$ cat src/sio_gpio_pkg.sv
// Purpose: Shared constants for the index/data configuration port GPIO
// Assumes: 8-bit I/O cycles, one clock mclk at 125 MHz
// Notes:   Used by both ends, the protocol checks and the bench
package sio_gpio_pkg;
   localparam int          DATA_W          = 8;
   localparam int          ADDR_W          = 16;
   localparam logic [15:0] PORT_INDEX      = 16'h002E;
   localparam logic [15:0] PORT_DATA       = 16'h002F;
   localparam logic [7:0]  KEY_ENTER       = 8'h87;
   localparam logic [7:0]  KEY_EXIT        = 8'hAA;
   localparam logic [7:0]  IDX_LDEV_SEL    = 8'h07;
   localparam logic [7:0]  LDEV_PINCTL     = 8'h07;
   localparam logic [7:0]  LDEV_FUNC       = 8'h09;
   localparam logic [7:0]  IDX_FUNC_EN     = 8'h30;
   localparam logic [7:0]  IDX_DIR         = 8'hE0;
   localparam logic [7:0]  IDX_VALUE       = 8'hE1;
   localparam logic [7:0]  IDX_POLARITY    = 8'hE2;
   localparam int          FUNC_EN_BIT     = 7;
   localparam logic [7:0]  RST_FUNC_EN     = 8'h00;
   localparam logic [7:0]  RST_DIR         = 8'hFF;
   localparam logic [7:0]  RST_VALUE       = 8'h00;
   localparam logic [7:0]  RST_POLARITY    = 8'h00;
   localparam logic [7:0]  RST_LDEV        = 8'h00;
   localparam logic [7:0]  UNMAPPED_READ   = 8'hFF;
   // Host command codes in its own command register
   localparam logic [1:0]  CMD_ENTER       = 2'h0;
   localparam logic [1:0]  CMD_EXIT        = 2'h1;
   localparam logic [1:0]  CMD_WRITE       = 2'h2;
   localparam logic [1:0]  CMD_READ        = 2'h3;
   // Host software register offsets
   localparam logic [3:0]  HREG_IDX        = 4'h0;
   localparam logic [3:0]  HREG_DATA       = 4'h1;
   localparam logic [3:0]  HREG_CMD        = 4'h2;
   localparam logic [3:0]  HREG_STATUS     = 4'h3;
   localparam logic [3:0]  HREG_RDATA      = 4'h4;
   localparam int          STATUS_BUSY_BIT = 0;
endpackage

$ cat src/sio_cfg_if.sv
// Purpose: I/O cycle carrier between host and configuration device
// Assumes: One cycle write or read strobe; read data in the next cycle
// Notes:   No clocking block
interface sio_cfg_if;
   logic [15:0] ioAddr;
   logic [7:0]  ioWdata;
   logic        ioWr;
   logic        ioRd;
   logic [7:0]  ioRdata;

   modport host (
      output ioAddr,
      output ioWdata,
      output ioWr,
      output ioRd,
      input  ioRdata
   );
   modport device (
      input  ioAddr,
      input  ioWdata,
      input  ioWr,
      input  ioRd,
      output ioRdata
   );
endinterface

$ cat src/sio_gpio_device.sv
// Purpose: Configuration device holding the GPIO pin registers
// Assumes: Host keeps one-cycle strobes, never read and write together
// Notes:   Pins are three signals each; input pins pass two flops
//
// The strobed register port is this design's own decision.
module sio_gpio_device #(
   parameter int PIN_W = 8
) (
   // Clock and reset
   input  wire logic             mclk,
   input  wire logic             rst_b,
   // Host I/O cycles
   sio_cfg_if.device             io,
   // GPIO pins
   input  wire logic [PIN_W-1:0] pinIn,
   output logic      [PIN_W-1:0] pinOut,
   output logic      [PIN_W-1:0] pinOe,
   // Function enable seen by the board
   output logic                  gpioEnabled
);
   import sio_gpio_pkg::*;

   // Pin registers are one configuration byte wide
   if (PIN_W != DATA_W) begin : g_widthCheck
      $error("PIN_W must equal register width");
   end

   logic [7:0] pinSync1_r;
   logic [7:0] pinSync2_r;
   logic       keySeen_r,  keySeen_nxt;
   logic       unlocked_r, unlocked_nxt;
   logic [7:0] index_r,    index_nxt;
   logic [7:0] ldev_r,     ldev_nxt;
   logic [7:0] funcEn_r,   funcEn_nxt;
   logic [7:0] dir_r,      dir_nxt;
   logic [7:0] value_r,    value_nxt;
   logic [7:0] polarity_r, polarity_nxt;
   logic [7:0] rdata_r,    rdata_nxt;
   logic [7:0] pinOut_r,   pinOut_nxt;
   logic [7:0] pinOe_r,    pinOe_nxt;
   logic [7:0] regRead;
   logic       idxWr;
   logic       dataWr;
   logic       dataRd;
   logic       lockedWr;
   logic       selLdev;
   logic       selFuncEn;
   logic       selPinCtl;

   // Decoded port accesses of this cycle
   assign idxWr     = io.ioWr && io.ioAddr == PORT_INDEX;
   assign dataWr    = io.ioWr && io.ioAddr == PORT_DATA && unlocked_r;
   assign dataRd    = io.ioRd && io.ioAddr == PORT_DATA && unlocked_r;
   // Data port write while locked breaks a half key
   assign lockedWr  = io.ioWr && io.ioAddr == PORT_DATA && !unlocked_r;
   // Register selected by index and logical device
   assign selLdev   = index_r == IDX_LDEV_SEL;
   assign selFuncEn = ldev_r == LDEV_FUNC && index_r == IDX_FUNC_EN;
   assign selPinCtl = ldev_r == LDEV_PINCTL;

   // Register seen through the data port
   always_comb begin
      regRead = UNMAPPED_READ;
      if (index_r == IDX_LDEV_SEL) begin
         regRead = ldev_r;
      end else if (ldev_r == LDEV_FUNC && index_r == IDX_FUNC_EN) begin
         regRead = funcEn_r;
      end else if (ldev_r == LDEV_PINCTL) begin
         case (index_r)
            IDX_DIR:      regRead = dir_r;
            // Input bits show the synchronised pin through the inverter
            IDX_VALUE:    regRead = (dir_r & (pinSync2_r ^ polarity_r)) | (~dir_r & value_r);
            IDX_POLARITY: regRead = polarity_r;
            default:      regRead = UNMAPPED_READ;
         endcase
      end
   end

   // Key pair, lock and index register
   always_comb begin
      keySeen_nxt  = keySeen_r;
      unlocked_nxt = unlocked_r;
      index_nxt    = index_r;
      if (idxWr) begin
         if (!unlocked_r) begin
            // Any other write breaks the key pair
            keySeen_nxt  = io.ioWdata == KEY_ENTER && !keySeen_r;
            unlocked_nxt = io.ioWdata == KEY_ENTER && keySeen_r;
         end else if (io.ioWdata == KEY_EXIT) begin
            // Exit key is never stored as index
            unlocked_nxt = 1'b0;
            keySeen_nxt  = 1'b0;
         end else begin
            index_nxt = io.ioWdata;
         end
      end else if (lockedWr) begin
         keySeen_nxt = 1'b0;
      end
   end

   always_ff @(posedge mclk or negedge rst_b) begin
      if (!rst_b) begin
         keySeen_r  <= 1'b0;
         unlocked_r <= 1'b0;
         index_r    <= 8'h00;
      end else begin
         keySeen_r  <= keySeen_nxt;
         unlocked_r <= unlocked_nxt;
         index_r    <= index_nxt;
      end
   end

   // Configuration registers, written only while unlocked
   always_comb begin
      ldev_nxt     = ldev_r;
      funcEn_nxt   = funcEn_r;
      dir_nxt      = dir_r;
      value_nxt    = value_r;
      polarity_nxt = polarity_r;
      if (dataWr) begin
         // Device select is seen from every logical device
         if (selLdev) begin
            ldev_nxt = io.ioWdata;
         end else if (selFuncEn) begin
            funcEn_nxt = io.ioWdata;
         end else if (selPinCtl) begin
            case (index_r)
               IDX_DIR:      dir_nxt = io.ioWdata;
               // Input bits keep their old value
               IDX_VALUE:    value_nxt = (~dir_r & io.ioWdata) | (dir_r & value_r);
               IDX_POLARITY: polarity_nxt = io.ioWdata;
               default:      value_nxt = value_r;
            endcase
         end
      end
   end

   always_ff @(posedge mclk or negedge rst_b) begin
      if (!rst_b) begin
         ldev_r     <= RST_LDEV;
         funcEn_r   <= RST_FUNC_EN;
         dir_r      <= RST_DIR;
         value_r    <= RST_VALUE;
         polarity_r <= RST_POLARITY;
      end else begin
         ldev_r     <= ldev_nxt;
         funcEn_r   <= funcEn_nxt;
         dir_r      <= dir_nxt;
         value_r    <= value_nxt;
         polarity_r <= polarity_nxt;
      end
   end

   // Read answer stands one cycle, otherwise all ones
   always_comb begin
      rdata_nxt = UNMAPPED_READ;
      if (dataRd) begin
         rdata_nxt = regRead;
      end
   end

   always_ff @(posedge mclk or negedge rst_b) begin
      if (!rst_b) begin
         rdata_r <= UNMAPPED_READ;
      end else begin
         rdata_r <= rdata_nxt;
      end
   end

   // Pin drive follows registers of the previous cycle
   always_comb begin
      pinOut_nxt = value_r ^ polarity_r;
      pinOe_nxt  = funcEn_r[FUNC_EN_BIT] ? ~dir_r : 8'h00;
   end

   always_ff @(posedge mclk or negedge rst_b) begin
      if (!rst_b) begin
         pinOut_r <= 8'h00;
         pinOe_r  <= 8'h00;
      end else begin
         pinOut_r <= pinOut_nxt;
         pinOe_r  <= pinOe_nxt;
      end
   end

   // Two-flop synchroniser for the asynchronous pins
   always_ff @(posedge mclk or negedge rst_b) begin
      if (!rst_b) begin
         pinSync1_r <= 8'h00;
         pinSync2_r <= 8'h00;
      end else begin
         pinSync1_r <= pinIn;
         pinSync2_r <= pinSync1_r;
      end
   end

   assign io.ioRdata  = rdata_r;
   assign pinOut      = pinOut_r;
   assign pinOe       = pinOe_r;
   assign gpioEnabled = funcEn_r[FUNC_EN_BIT];
endmodule // sio_gpio_device

$ cat src/flat_wrapper.sv
// flat-port wrapper written by rule: the top's interface ports become plain ports
module sio_gpio_device_flat import sio_gpio_pkg::*;
#(
   parameter int PIN_W = 8
)
  (mclk, rst_b, pinIn, pinOut, pinOe, gpioEnabled, io_ioAddr, io_ioWdata, io_ioWr, io_ioRd, io_ioRdata);
  sio_cfg_if io_i ();
  input  wire logic mclk;
  input  wire logic rst_b;
  input  wire logic [PIN_W-1:0] pinIn;
  output logic      [PIN_W-1:0] pinOut;
  output logic      [PIN_W-1:0] pinOe;
  output logic gpioEnabled;
  input wire logic [$bits(io_i.ioAddr)-1:0] io_ioAddr;
  input wire logic [$bits(io_i.ioWdata)-1:0] io_ioWdata;
  input wire logic [$bits(io_i.ioWr)-1:0] io_ioWr;
  input wire logic [$bits(io_i.ioRd)-1:0] io_ioRd;
  output wire logic [$bits(io_i.ioRdata)-1:0] io_ioRdata;
  assign io_i.ioAddr = io_ioAddr;
  assign io_i.ioWdata = io_ioWdata;
  assign io_i.ioWr = io_ioWr;
  assign io_i.ioRd = io_ioRd;
  assign io_ioRdata = io_i.ioRdata;
  sio_gpio_device #(.PIN_W(PIN_W)) u_core (.mclk(mclk), .rst_b(rst_b), .io(io_i), .pinIn(pinIn), .pinOut(pinOut), .pinOe(pinOe), .gpioEnabled(gpioEnabled));
endmodule
$ cat config.mk
export PLATFORM = sky130hd
export DESIGN_NAME = sio_gpio_device_flat
export DESIGN_NICKNAME = d
export VERILOG_FILES = /design/src/sio_gpio_pkg.sv /design/src/sio_cfg_if.sv /design/src/sio_gpio_device.sv /design/src/flat_wrapper.sv
export SDC_FILE = /design/constraint.sdc
export NUM_CORES = 1
export LEC_CHECK = 0
export ABC_AREA = 1
export ABC_CLOCK_PERIOD_IN_PS = 3200
export BUFFER_PORTS_ARGS = -buffer_cell sky130_fd_sc_hd__buf_2
export CAP_MARGIN = 20
export CORE_MARGIN = 3
export CORE_UTILIZATION = 45
export DETAILED_ROUTE_END_ITERATION = 16
export PLACE_DENSITY_LB_ADDON = 0.05
export SYNTH_ARGS = -nofsm -noshare
export SYNTH_HDL_FRONTEND = slang
export SYNTH_SLANG_ARGS = --single-unit
$ cat constraint.sdc
create_clock -name mclk -period 3.2 [get_ports mclk]
set_input_delay 0.32 -clock mclk [delete_from_list [all_inputs] [get_ports mclk]]
set_output_delay 0.32 -clock mclk [all_outputs]
set_load 0.03 [all_outputs]
# Yosys cells after proc, flatten, opt, wreduce, memory -nomap -nowiden
# Cells that the tools add are included.
[op_classes] eq_ne=12 mux=12 bitwise=12 reduce_logical=19
[ops] operator="8-bit == test, second input constant" n=5
[ops] operator="8-bit two-way mux" n=5
[ops] operator="8-bit AND" n=4
[ops] operator="16-bit by 6-bit == test with 1-bit output, second input constant" n=2
[ops] operator="8-bit one-hot mux with 3 select lines" n=1
[ops] operator="8-bit by 3-bit == test with 1-bit output, second input constant" n=2
[ops] operator="8-bit OR" n=2
[ops] operator="8-bit bitwise XOR" n=2
[ops] operator="5-bit AND reduction" n=3
[ops] operator="1-bit logical AND" n=9
[ops] operator="8-bit by 4-bit == test with 1-bit output, second input constant" n=1
[ops] operator="8-bit by 6-bit == test with 1-bit output, second input constant" n=1
[ops] operator="8-bit inverter" n=1
[ops] operator="1-bit two-way mux" n=6
[ops] operator="3-bit AND reduction" n=2
[ops] operator="2-bit AND reduction" n=2
[ops] operator="3-bit inequality test, second input constant" n=1
[ops] operator="1-bit inverter" n=3
[ops] operator="1-bit zero test" n=2
[ops] operator="2-bit nonzero test" n=1
[word_totals] ff_bits=90 output_inout_bits=25

# Depth between registers and ports, before layout
[depth] ltp_word=8 mapped_depth=11 mapped_depth_nobuf=9

# Worst setup path before layout
# Ideal clock, no wire load.
[synth_timing] kind="register to register" from="reg u_core.index_r[7]" to="reg u_core.ldev_r[5]" setup_time_ns=0.122 t_arrival_ns=1.409 required_ns=3.078 slack_ns=1.669 stages_incl_launch_ff=8 synth_period_minus_slack_ns=1.531 path_cell_list="dfrtp_1 or2_4 nor3_4 and2_4 nand2_4 buf_6 nand2_2 o21ai_2"
[synth_between] elab_chain_len=2
[synth_rtl] element="from (decl)" line_no="sio_gpio_device.sv:32" rtl="logic [7:0] index_r, index_nxt;"
[synth_rtl] element="from (signal assigned)" line_no="sio_gpio_device.sv:109" rtl="index_r <= index_nxt;"
[synth_rtl] element="8-bit by 3-bit == test with 1-bit output" line_no="sio_gpio_device.sv:57" rtl="assign selLdev = index_r == IDX_LDEV_SEL;"
[synth_rtl] element="2-bit AND reduction (no line)"
[synth_rtl] element="to (signal assigned)" line_no="sio_gpio_device.sv:146" rtl="ldev_r <= ldev_nxt;"
[synth_rtl] element="to (decl)" line_no="sio_gpio_device.sv:33" rtl="logic [7:0] ldev_r, ldev_nxt;"
# No other way between the ends.
# A chain may end at the register's enable or synchronous reset.

# Worst setup path in the final report
[layout_timing] from="reg u_core.index_r[3]" to="reg u_core.rdata_r[0], in the netlist u_core.io.ioRdata[0]"
[layout_between] elab_chain_len=6 word_cells_on_any_way=11 cone_classes="5 x eq/ne; 5 x mux; 1 x reduce/logical"
[layout_rtl] element="8-bit == test" line_no="sio_gpio_device.sv:69" rtl="case (index_r)"
[layout_rtl] element="8-bit one-hot mux with 3 select lines" line_no="sio_gpio_device.sv:69"
[layout_rtl] element="8-bit two-way mux" line_no="sio_gpio_device.sv:68" rtl="end else if (ldev_r == LDEV_PINCTL) begin"
[layout_rtl] element="8-bit two-way mux" line_no="sio_gpio_device.sv:66" rtl="end else if (ldev_r == LDEV_FUNC && index_r == IDX_FUNC_EN) begin"
[layout_rtl] element="8-bit two-way mux *" line_no="sio_gpio_device.sv:64" rtl="if (index_r == IDX_LDEV_SEL) begin"
[layout_rtl] element="8-bit two-way mux *" line_no="sio_gpio_device.sv:157" rtl="if (dataRd) begin"
[layout_rtl] element="via u_core.rdata_nxt[0]" line_no="sio_gpio_device.sv:38" rtl="logic [7:0] rdata_r, rdata_nxt;"
[layout_rtl] element="to (signal assigned)" line_no="sio_gpio_device.sv:166" rtl="rdata_r <= rdata_nxt;"
[layout_rtl] element="to (decl)" line_no="sio_gpio_device.sv:38"
# Mark *: on every way through the listed nets, which the timed path passes. The rest lies on a longest branch.

==> out/metrics.csv <==
stage;metric;value;unit
yosys;flip-flop and latch count after synthesis;90;
grt;GRT Overall Usage;20.0;%
power_and_ir_drop;Switch Pwr;0.482;mW
yosys;average instance area after synthesis;8.76;um2
grt;pin count of the biggest net entering global routing;88;
sta;RSZ-0062 raised after global routing;no;
routing;remaining antenna violation count after routing;0;
routing;Post-route DRC;0;
finish;core utilization of the finished layout;54.2;%
routing;final WL;9670;um
clocking;total of cells resized after clock tree synthesis;0;
worst_setup_path;Worst EP arrival;2.16;ns
worst_setup_path;critical path type;flop to flop;
clocking;clock insertion delay at the later pin of the skew report;0.38;ns
power_and_ir_drop;Gate power share;4.1;%
placement;HPWL after detailed placement;6800;um
clocking;number of buffers on the longest clock path;2;
clocking;clock sinks;90;
worst_setup_path;largest driver fanout on the critical path;8;
clocking;CTS H-tree depth;3;
worst_setup_path;count of cell instances traversed by the critical path;8;
grt;GRT overflow;0;
die;initial standard-cell utilization of the core;47.5;%
worst_setup_path;Bufs and invs on worst path;1;
sta;final clock period utilization by the worst path;58.0;%
sta;Final TNS setup;0;ns
sta;hold violation count in the final report;0;
yosys;unique cell type count in the Yosys netlist;32;
routing;total via count in the routed design;3294;
grt;met1 demand-to-capacity share in global routing;26.4;%
yosys;Main synth FF type;sky130_fd_sc_hd__dfrtp_1;
worst_setup_path;cell repeated most along the worst path;sky130_fd_sc_hd__nand2_1;
finish;fraction of final layout cells sized beyond drive strength 1;27.4;%
power_and_ir_drop;share of total power in the clock network;37.4;%
die;Chip Height;103;um
worst_setup_path;critical path, cell by cell;nor2_4, nand3_1, inv_1, nand2_1, nor2_2, nor2_1, o21ai_0, nand2_1;
die;num ports;61;
power_and_ir_drop;internal power;1.49;mW
grt;most used routing layer in global routing;met2;
die;number of placement rows;34;
sta;crit path time final;1.86;ns
die;die boundary width;103;um
sta;Max transition margin;59.4;%
power_and_ir_drop;ratio of total power to cell area;406;nW/um2
min_path;Worst Hold Path Cells;1;
placement;I/O Buffers;60;
worst_setup_path;number of cells traversed by the worst register-to-register path;8;
finish;area grow syn2layout;14.2;%
sta;final setup vio count;0;
grt;via count of the first global-routing pass;3195;
worst_setup_path;family with the most delay on the worst path;simple AND/OR/NAND/NOR gates;
power_and_ir_drop;Max VDD drop;246;uV
die;DIE AREA;10600;um2
finish;antenna cells;0;
routing;vias per inst;4.97;
clocking;clock transition at the register clock pins on the worst setup and hold paths after CTS;0.09;ns
sta;actual transition at the worst max-transition pin;0.608;ns
placement;Placer Congestion;0.855;
sta;final setup skew;0.0172;ns
routing;average wire per cell in the routed design;14.6;um
yosys;count of warnings emitted by yosys;0;
power_and_ir_drop;leakage power;2.43;nW
yosys;Cell Area, Synth;4240;um2
yosys;synthesized net count;520;
placement;Cells after DPL;645;
finish;number of non-filler instances in the completed layout;663;
worst_setup_path;critical path data required time;3.50;ns
grt;first-pass GRT wire length;15900;um
power_and_ir_drop;portion of total power attributed to sequential cells;58.5;%
clocking;Root Driver;sky130_fd_sc_hd__clkbuf_8;
finish;most common cell after layout, fill and taps aside;sky130_fd_sc_hd__nand2_1;
worst_setup_path;delay of the slowest cell on the worst path;0.46;ns
sta;fin. max-slew vios;0;
routing;number of violations reported at the end of detailed-routing iteration 0;131;
finish;Final Cell Area;4840;um2
placement;area of placed instances;4620;um2
clocking;TritonCTS clock tree;built;
yosys;number of synthesized flops with an enable pin;0;
clocking;buffers inserted by post-CTS timing repair;0;
finish;number of nets in the layout;586;
clocking;hold buffers post-CTS;0;
worst_setup_path;Worst setup EP type;flop;
die;area of the core;8930;um2
grt;routing usage on met3;6.16;%
grt;antenna violations before repair;0;
yosys;sequential area share after synthesis;53.6;%
yosys;Synth Instances;484;
sta;fmax;539;MHz
finish;most frequent cells in the layout;sky130_fd_sc_hd__nand2_1 (111), sky130_fd_sc_hd__dfrtp_1 (74), sky130_fd_sc_hd__buf_2 (59);
worst_setup_path;cell with the largest stage delay on the worst path;sky130_fd_sc_hd__nor2_1;
routing;detailed-router iteration count before antenna repair;5;
power_and_ir_drop;switching share of power;24.5;%
yosys;Async S/R FF share, synth;100;%
job;reported max-cap violation count;0;
min_path;worst min-delay path class;input pin to flop;
clocking;CTS Buf Count;9;
worst_setup_path;Worst Setup Start Kind;flop;
run_status;result of the run;completed;
grt;global routing met2 resource utilization;32.6;%
[state kept, by name, summed over array words and instances, names as in the netlist, named ones only]
signal and flops:
u_core.io.ioRdata 8, u_core.pinOe 8, u_core.keySeen_r 1, u_core.pinSync1_r 8, u_core.polarity_r 8, u_core.unlocked_r 1, u_core.ldev_r 8, u_core.dir_r 8
u_core.index_r 8, u_core.pinOut 8, u_core.pinSync2_r 8, u_core.funcEn_r 8
[per-layer routing]
metal	wire [um]	vias to the layer above
li1	-	1671
met1	4440	1527
met2	4550	89
met3	580	7
met4	95	0
met5	0	-
[Yosys cell counts (2+ instances only)]
master / count / area (um2)
sky130_fd_sc_hd__dfrtp_1: 74 / 1850
sky130_fd_sc_hd__o21ai_1: 16 / 80.1
sky130_fd_sc_hd__xor2_1: 8 / 70.1
sky130_fd_sc_hd__or2_2: 4 / 25.0
sky130_fd_sc_hd__nor3_1: 2 / 10.0
sky130_fd_sc_hd__nor2_1: 57 / 214
sky130_fd_sc_hd__nand2_2: 7 / 43.8
sky130_fd_sc_hd__buf_2: 3 / 15.0
sky130_fd_sc_hd__nor3_4: 2 / 32.5
sky130_fd_sc_hd__nand2_4: 2 / 22.5
sky130_fd_sc_hd__nand4_1: 11 / 68.8
sky130_fd_sc_hd__inv_1: 52 / 195
sky130_fd_sc_hd__o21ai_0: 16 / 80.1
sky130_fd_sc_hd__dfstp_2: 16 / 420
sky130_fd_sc_hd__buf_6: 5 / 56.3
sky130_fd_sc_hd__nor2_2: 7 / 43.8
sky130_fd_sc_hd__o21ai_2: 21 / 184
sky130_fd_sc_hd__nand3_1: 48 / 240
sky130_fd_sc_hd__a21oi_1: 4 / 20.0
sky130_fd_sc_hd__nand2_1: 111 / 417
sky130_fd_sc_hd__nor2_4: 3 / 33.8
sky130_fd_sc_hd__inv_2: 5 / 18.8
[power by group through the flow]
stage               Clock (mW)  Sequential, mW  Combinational (mW)
floorplan                    0            1.17              0.0188
global placement             0            1.17              0.0772
detailed placement           0            1.17              0.0781
CTS                      0.758            1.15              0.0783
global route             0.806            1.15              0.0920
finish                   0.736            1.15              0.0806
[logic make-up (layout without fill, tap and decap cells)]
logic type | count (synthesis) | after routing | share of synthesized area (%)
compound gates | 57 | 57 | 8.58
xor+xnor | 8 | 8 | 1.65
buf+inv | 67 | 138 | 6.90
flops | 90 | 90 | 53.6
simple gates | 262 | 262 | 29.3
[per-stage QoR]
stage | setup WS [ns] | hold slack, ns | power (mW)
after global routing | 1.17 | 0.0185 | 2.05
after global placement | 1.11 | 0.332 | 1.25
after CTS | 1.39 | 0.0325 | 1.99
final | 1.34 | 0.0401 | 1.97
after detailed placement | 1.07 | 0.336 | 1.25
after floorplan | 1.67 | 0.0244 | 1.19
[cell type report]
type	count	area [um2]
Tap cell	108	135
Inverter	58	218
Sequential cell	90	2270
Clock buffer	10	138
Multi-Input combinational cell	327	1680
Clock inverter	6	48.8
Timing Repair Buffer	64	355
Fill cell	864	4090
[worst paths after layout]
path / from / end / slack [ns]
setup / recovery: u_core.index_r[3] / u_core.io.ioRdata[0] / 1.34
hold / removal: pinIn[3] / u_core.pinSync1_r[3] / 0.04
setup reg to reg: u_core.index_r[3] / u_core.io.ioRdata[0] / 1.34
hold reg to reg: u_core.pinSync1_r[2] / u_core.pinSync2_r[2] / 0.35
max in group asynchronous: rst_b / u_core.dir_r[4] / 2.09
min in group asynchronous: rst_b / u_core.funcEn_r[0] / 0.46
(Power assumes the default switching activity.)
